$ cat src/epir_pkg.sv
package epir_pkg;
  // Register map, word aligned byte addresses
  localparam logic [11:0] EPIR_REQ_CTRL_OFS = 12'h000;
  localparam logic [11:0] EPIR_INT_STAT_OFS = 12'h004;
  localparam logic [11:0] EPIR_INT_MASK_OFS = 12'h008;
  localparam int EPIR_ADDR_W = 12;
  // Field positions of the pin request status and control register
  localparam int EPIR_MODE_BIT = 0;
  localparam int EPIR_IE_BIT = 1;
  localparam int EPIR_ACK_BIT = 2;
  localparam int EPIR_FLAG_BIT = 3;
  localparam int EPIR_PE_BIT = 4;
  localparam int EPIR_EDG_BIT = 5;
  localparam int EPIR_PDD_BIT = 6;
  // Reset values
  localparam logic [7:0] EPIR_CTRL_RST = 8'h00;
  localparam logic [1:0] EPIR_STAT_RST = 2'h0;
  localparam logic [1:0] EPIR_MASK_RST = 2'h0;
  // Event bits of the sticky status register
  localparam int EPIR_EV_SET_BIT = 0;
  localparam int EPIR_EV_ACK_BIT = 1;
  localparam int EPIR_SYNC_STAGES = 2;
  typedef enum logic [1:0] {EPIR_HTRANS_IDLE, EPIR_HTRANS_BUSY, EPIR_HTRANS_NONSEQ, EPIR_HTRANS_SEQ} epir_htrans_t;
endpackage

$ cat src/epir_sync.sv
`timescale 1ns/1ps
// Two flop synchroniser; first stage is read only by the second
module epir_sync
  import epir_pkg::*;
#(
  parameter int STAGES = EPIR_SYNC_STAGES
) (
  input wire logic hclk,
  input wire logic hresetn,
  input wire logic d,
  output logic q
);
  logic [STAGES-1:0] sh_q;

  // Shift chain, resets to idle low
  always_ff @(posedge hclk or negedge hresetn) begin
    if (!hresetn) begin
      sh_q <= '0;
    end else begin
      sh_q <= {sh_q[STAGES-2:0], d};
    end
  end

  assign q = sh_q[STAGES-1];
endmodule

$ cat src/epir_detect.sv
`timescale 1ns/1ps
// Edge and level qualifier for the synchronised pin
module epir_detect
  import epir_pkg::*;
(
  input wire logic hclk,
  input wire logic hresetn,
  input wire logic pin_s,
  input wire logic enable,
  input wire logic polarity,
  input wire logic level_mode,
  output logic event_p,
  output logic asserted
);
  logic prev_q;
  logic act;
  logic act_prev;

  // Previous sample for edge detection
  always_ff @(posedge hclk or negedge hresetn) begin
    if (!hresetn) begin
      prev_q <= 1'b1;
    end else begin
      prev_q <= pin_s;
    end
  end

  // Map pin to active sense: high means asserted for chosen polarity
  assign act = polarity ? pin_s : ~pin_s;
  assign act_prev = polarity ? prev_q : ~prev_q;
  assign asserted = enable & act;
  // Edge always qualifies, level only in edge-and-level mode
  assign event_p = enable & act & (~act_prev | level_mode);
endmodule

$ cat src/epir_top.sv
// Added by the designer: the placing of the registers and register access over AHB-Lite.
`timescale 1ns/1ps
// Functional notes
// Bit 6 set disables the pin pull device while the pin function is enabled.
// Bit 5 selects falling/low events at 0, rising/high events at 1.
// With pin enabled and rising polarity, the pull becomes a pulldown.
// Bit 4 enables the pin as an interrupt request input.
// Read-only flag in bit 3 sets on each qualifying pin event.
// Writing 1 to bit 2 clears the flag; 0 does nothing; reads zero.
// In edge-and-level mode acknowledge cannot clear while pin stays asserted.
// Bit 1 drives an interrupt request while the flag is set.
// Bit 0 selects edge-only events at 0, edges and levels at 1.
// Pin is synchronised, edges from successive samples, no events when disabled.
module epir_top
  import epir_pkg::*;
(
  input wire logic hclk,
  input wire logic hresetn,
  input wire logic hsel,
  input wire logic [31:0] haddr,
  input wire logic [1:0] htrans,
  input wire logic hwrite,
  input wire logic [2:0] hsize,
  input wire logic [31:0] hwdata,
  input wire logic hready,
  output logic [31:0] hrdata,
  output logic hreadyout,
  output logic hresp,
  input wire logic irq_pin,
  output logic pull_enable,
  output logic pull_down,
  output logic pin_irq_req,
  output logic irq
);
  logic [7:0] ctrl_q;
  logic flag_q;
  logic [1:0] stat_q;
  logic [1:0] mask_q;
  logic [31:0] hrdata_q;
  logic wr_pend_q;
  logic [EPIR_ADDR_W-1:0] wr_addr_q;
  logic rd_req;
  logic [EPIR_ADDR_W-1:0] a_addr;
  logic pin_s;
  logic ev;
  logic asserted;
  logic wr_ctrl;
  logic ack_req;
  logic ack_ok;
  logic rd_stat;
  logic pull_device_disable;
  logic edge_polarity_select;
  logic pin_function_enable;
  logic request_interrupt_enable;
  logic detection_mode_select;

  assign pull_device_disable = ctrl_q[EPIR_PDD_BIT];
  assign edge_polarity_select = ctrl_q[EPIR_EDG_BIT];
  assign pin_function_enable = ctrl_q[EPIR_PE_BIT];
  assign request_interrupt_enable = ctrl_q[EPIR_IE_BIT];
  assign detection_mode_select = ctrl_q[EPIR_MODE_BIT];

  // Pin synchroniser
  epir_sync #(.STAGES(EPIR_SYNC_STAGES)) u_sync (
    .hclk(hclk),
    .hresetn(hresetn),
    .d(irq_pin),
    .q(pin_s)
  );

  // Event qualifier, silent while the pin function is off
  epir_detect u_det (
    .hclk(hclk),
    .hresetn(hresetn),
    .pin_s(pin_s),
    .enable(pin_function_enable),
    .polarity(edge_polarity_select),
    .level_mode(detection_mode_select),
    .event_p(ev),
    .asserted(asserted)
  );

  // AHB-Lite address phase; zero wait states, always OKAY
  assign a_addr = haddr[EPIR_ADDR_W-1:0];
  assign rd_req = hsel & hready & htrans[1] & ~hwrite;
  assign hreadyout = 1'b1;
  assign hresp = 1'b0;
  assign hrdata = hrdata_q;

  // Latch write address so data phase can apply hwdata
  always_ff @(posedge hclk or negedge hresetn) begin
    if (!hresetn) begin
      wr_pend_q <= 1'b0;
      wr_addr_q <= '0;
    end else begin
      wr_pend_q <= hsel & hready & htrans[1] & hwrite;
      wr_addr_q <= a_addr;
    end
  end

  assign wr_ctrl = wr_pend_q & (wr_addr_q == EPIR_REQ_CTRL_OFS);
  assign ack_req = wr_ctrl & hwdata[EPIR_ACK_BIT];
  // Level mode holds the flag while the pin stays asserted
  assign ack_ok = ack_req & ~(detection_mode_select & asserted);
  assign rd_stat = rd_req & (a_addr == EPIR_INT_STAT_OFS);

  // Control bits; flag and acknowledge are not stored here
  always_ff @(posedge hclk or negedge hresetn) begin
    if (!hresetn) begin
      ctrl_q <= EPIR_CTRL_RST;
    end else if (wr_ctrl) begin
      ctrl_q[EPIR_PDD_BIT] <= hwdata[EPIR_PDD_BIT];
      ctrl_q[EPIR_EDG_BIT] <= hwdata[EPIR_EDG_BIT];
      ctrl_q[EPIR_PE_BIT] <= hwdata[EPIR_PE_BIT];
      ctrl_q[EPIR_IE_BIT] <= hwdata[EPIR_IE_BIT];
      ctrl_q[EPIR_MODE_BIT] <= hwdata[EPIR_MODE_BIT];
    end
  end

  // Request flag; a new event wins over an acknowledge in the same cycle
  always_ff @(posedge hclk or negedge hresetn) begin
    if (!hresetn) begin
      flag_q <= 1'b0;
    end else if (ev) begin
      flag_q <= 1'b1;
    end else if (ack_ok) begin
      flag_q <= 1'b0;
    end
  end

  // Sticky event status, cleared by reading; events win over the read
  always_ff @(posedge hclk or negedge hresetn) begin
    if (!hresetn) begin
      stat_q <= EPIR_STAT_RST;
    end else begin
      stat_q[EPIR_EV_SET_BIT] <= ev | (stat_q[EPIR_EV_SET_BIT] & ~rd_stat);
      stat_q[EPIR_EV_ACK_BIT] <= ack_ok | (stat_q[EPIR_EV_ACK_BIT] & ~rd_stat);
    end
  end

  // Mask register
  always_ff @(posedge hclk or negedge hresetn) begin
    if (!hresetn) begin
      mask_q <= EPIR_MASK_RST;
    end else if (wr_pend_q && wr_addr_q == EPIR_INT_MASK_OFS) begin
      mask_q <= hwdata[1:0];
    end
  end

  // Read data registered at the address phase; acknowledge bit reads zero
  always_ff @(posedge hclk or negedge hresetn) begin
    if (!hresetn) begin
      hrdata_q <= 32'h00000000;
    end else if (rd_req) begin
      unique case (a_addr)
        EPIR_REQ_CTRL_OFS: begin
          hrdata_q <= {24'h000000, 1'b0, ctrl_q[EPIR_PDD_BIT:EPIR_PE_BIT], flag_q, 1'b0,
                       ctrl_q[EPIR_IE_BIT:EPIR_MODE_BIT]};
        end
        EPIR_INT_STAT_OFS: begin
          hrdata_q <= {30'h00000000, stat_q};
        end
        EPIR_INT_MASK_OFS: begin
          hrdata_q <= {30'h00000000, mask_q};
        end
        default: begin
          hrdata_q <= 32'h00000000;
        end
      endcase
    end
  end

  // Pull device, on only while the pin is enabled: pullup for falling polarity, pulldown for rising polarity
  assign pull_enable = pin_function_enable & ~pull_device_disable;
  assign pull_down = pin_function_enable & edge_polarity_select;
  // CPU request path and system interrupt line
  assign pin_irq_req = request_interrupt_enable & flag_q;
  assign irq = |(stat_q & mask_q);
endmodule

$ cat config.mk
export PLATFORM = sky130hd
export DESIGN_NAME = epir_top
export DESIGN_NICKNAME = d
export VERILOG_FILES = /design/src/epir_pkg.sv /design/src/epir_sync.sv /design/src/epir_detect.sv /design/src/epir_top.sv
export SDC_FILE = /design/constraint.sdc
export NUM_CORES = 1
export LEC_CHECK = 0
export BUFFER_PORTS_ARGS = -buffer_cell sky130_fd_sc_hd__clkbuf_2
export CAP_MARGIN = 20
export CORE_MARGIN = 1.5
export CORE_UTILIZATION = 38
export DETAILED_ROUTE_END_ITERATION = 6
export HOLD_SLACK_MARGIN = 0.05
export PLACE_DENSITY = 0.84
export SETUP_SLACK_MARGIN = 0.15
export SLEW_MARGIN = 30
export SYNTH_ARGS = -nofsm -noshare
export SYNTH_HDL_FRONTEND = slang
export SYNTH_SLANG_ARGS = --single-unit
$ cat constraint.sdc
create_clock -name hclk -period 2.01 [get_ports hclk]
set_input_delay 0.1005 -clock hclk [delete_from_list [all_inputs] [get_ports hclk]]
set_output_delay 0.1005 -clock hclk [all_outputs]
set_load 0.01 [all_outputs]
==> impl_metrics.yaml <==
critical_path:
  worstPathArrival_ns: 1.92
  regToRegStartpoint: "wr_addr_q[7]$_DFF_PN0_"
  cp.required_ns: 2.19
  r2r_setup_slack_ns: 0.35
  rr_worst_depth: 5
  cp_slowest_cell: "dlygate4sd3_1"
  end_kind: "flip-flop"
  critPathTopFamily: "simple AND/OR/NAND/NOR gates"
  cp-startpoint: "haddr[7]"
  worstPathCellList: "dlygate4sd3_1, clkbuf_2, nor4_2, nand3_1, or3b_1, a21bo_1"
  max_stage_delay_ns: 0.54
  path_buf_inv: 2
  crit_type: "primary input to flip-flop"
  reg2reg_to: "mask_q[0]$_DFFE_PN0P_"
  cp-start-kind: "primary input"
  cp_max_fo: 4
cells_and_area:
  register_area_sq_um: 802.0
  nFillCells: 332
  drive_gt1_share_pct: 30.81
  syn2layout_area_growth_pct: 29.74
  multi_input_area_sq_um: 494.2
  finalNetCount: 247
  diodes: 0
routing:
  dr_total_vias: 954
  viasPerCell: 4.376
  drt_first_pass_iters: 2
  drt_iter0_drc: 2
  ant_nets: 0
  drc: 0
  wirelength_um: 2557
  wl_per_cell_um: 11.73
placement:
  port_buffers: 34
  gp_congestion: 0.7474
  dpl.hpwl_um: 1825
power_and_ir_drop:
  p_leak_nw: 0.9117
  powerDensity_nw_per_um2: 716.4
  combPwrFrac_pct: 8.7
  switching_share_pct: 21.94
  clkPwrFrac_pct: 39.7
  ir_drop_mv: 0.5702
  p_int_mw: 1.019
  total_power_mw: 1.306
  pwr-share-seq_pct: 51.6
  power_switching_mw: 0.2866
synth:
  yosysUniqueCellTypes: 33
  postSynthAreaPerCell_sq_um: 12.43
  yosysMostFrequentCell: "dfrtp_1"
  syn_inst: 113
  ys_warn_count: 0
  syn-cell-area_sq_um: 1405
  synth_area_leaders: "dfrtp_1, buf_4, mux2_2"
  yosysSeqAreaShare_pct: 57.08
  synth_seq_cells: 32
  synthArstFlopShare_pct: 100.0
  netlist.area_leader.share_pct: 55.21
  synthTopCellsByCount: "dfrtp_1, buf_4, a22o_1, mux2_2, nor2_1"
  ys.flop_type: "dfrtp_1"
  yosys.area.top_type: "dfrtp_1"
  synth_edf_count: 0
global_routing:
  grt_pass1_vias: 892
  antenna_found_initial: 0
  grt-ovfl-total: 0
  grt_util_all_layers_pct: 13.43
  grt_pass1_wl_um: 4043
  grt_max_degree: 33
clocking:
  cts.htree.levels: 2
  cts_buffers: 5
  root_buffer: "clkbuf_8"
  numClockSinks: 32
  cts_tree: "yes"
  cts_buffer_depth: 2
  cts.clk_slew.worst_paths_ns: 0.06
  insertion_delay_ns: 0.28
timing:
  slew_headroom_pct: 49.63
  worst_slew_pin_slew_ns: 0.7555
  post-route-period-util_pct: 86.96
  slew_violations: 0
  finalSetupViolCount: 0
  min_period_ns: 1.748
  fin_tns_setup_ns: 0
  fmax_mhz: 572.1
  fin_worst_skew_ns: 0.003388
  rsz0062_at_grt: "no"
  final_hold_viol_count: 0
flow_run:
  maxCapViolCount: 0
min_path:
  hold_depth: 2
  hold_path_end: "mask_q[0]$_DFFE_PN0P_"
  hold_class: "primary input to flip-flop"
  hold_start: "hwdata[0]"
floorplan:
  fp.dieH_um: 63.81
  die_w_um: 63.81
  core_sq_um: 3442
  die_area_sq_um: 4072
  pin_count: 113
  placementRows: 21
  start_util_pct: 40.82
run_status:
  status: "finished, final reports clean"
==> power by group through the flow <==
stage | combinational (mW) | clock (mW) | sequential (mW)
finish | 0.113 | 0.519 | 0.674
global route | 0.126 | 0.563 | 0.675
CTS | 0.112 | 0.533 | 0.673
detailed placement | 0.0848 | 0 | 0.685
global placement | 0.0834 | 0 | 0.683
floorplan | 0.0796 | 0 | 0.682
==> worst max-delay path by stage <==
stage,cells past startpoint,end,slack [ns]
2_1_floorplan,4,mask_q[0]$_DFFE_PN0P_,0.57
3_3_place_gp,4,ctrl_q[6]$_DFFE_PN0P_,0.35
3_5_place_dp,4,ctrl_q[0]$_DFFE_PN0P_,0.31
4_1_cts,6,stat_q[0]$_DFF_PN0_,0.22
5_1_grt,6,stat_q[0]$_DFF_PN0_,0.11
6_report,6,stat_q[0]$_DFF_PN0_,0.26
==> worst register-to-register path: cells and delay by family, from the launching register on <==
| kind | cells | cell delay (ns) |
|---|---|---|
| multiplexers | 1 | 0.31 |
| AND/OR/NAND/NOR | 3 | 0.69 |
| flip-flops | 1 | 0.36 |
| buffers and inverters | 1 | 0.18 |
==> metal layers <==
metal  up-vias  global-route usage [%]  wire length (um)
met4         0                   6.522                53
met5         -                       0                 0
met3         7                   4.401               164
met1       454                   14.98               987
li1        454                       -                 -
met2        39                   22.92              1351
==> layout by cell type (no fill, tap or decap), types with 2 or more instances in the layout <==
master / Yosys / final
dlygate4sd3_1: 0 / 18
and2_1: 2 / 2
buf_4: 28 / 2
dfrtp_1: 31 / 31
mux2i_1: 2 / 2
clkbuf_8: 0 / 7
conb_1: 2 / 28
nor2_1: 5 / 5
a22o_1: 5 / 5
nor2b_1: 2 / 2
mux2_1: 2 / 2
a21oi_1: 2 / 2
mux2_2: 5 / 5
nand2_1: 2 / 2
nor4_2: 1 / 2
clkbuf_2: 0 / 34
o31ai_1: 2 / 2
inv_1: 2 / 2
nor4_1: 3 / 2
==> state kept, by name, indices dropped and copies added (netlist names) <==
name          count
stat_q            2
u_sync.sh_q       2
mask_q            2
wr_addr_q        12
u_det.prev_q      1
hrdata            6
flag_q            1
wr_pend_q         1
ctrl_q            5
==> repair_timing <==
action                                  in CTS  in global routing
hold buffers                                18                  0
endpoints found under the setup margin       0                 11
setup buffers                                0                  1
gates resized for setup                      0                  2
hold endpoints to repair                    48                  0
==> stage by stage <==
| stage | cells | cell area (sq um) | hold slack [ns] | utilization, % | setup WS, ns |
|---|---|---|---|---|---|
| floorplan | 139 | 1503 | -0.1951 | - | 0.5716 |
| global placement | 192 | 1528 | 0.1932 | 44.38 | 0.3512 |
| detailed placement | 192 | 1528 | 0.1985 | 44.38 | 0.3134 |
| CTS | 217 | 1804 | 0.06103 | 52.42 | 0.2216 |
| global route | 218 | 1823 | 0.06484 | 52.96 | 0.1146 |
| finish | 218 | 1823 | 0.06458 | 52.96 | 0.2620 |
==> area by class of cell <==
type / instances / share of cell area (%)
Tap cell: 46 / 3.157
Sequential cell: 32 / 43.99
Clock buffer: 7 / 5.285
Inverter: 2 / 0.4118
Timing Repair Buffer: 54 / 20.04
Multi-Input combinational cell: 77 / 27.11
==> cells by family after synthesis <==
kind of cell | share of synthesized area [%]
flip-flops | 57.08
buffers and inverters | 15.49
AND/OR/NAND/NOR | 11.58
AO/OA/AOI/OAI | 7.034
multiplexers | 7.034
XOR/XNOR | 1.247
other | 0.5345
No activity file was read; power rests on OpenSTA's default activity.
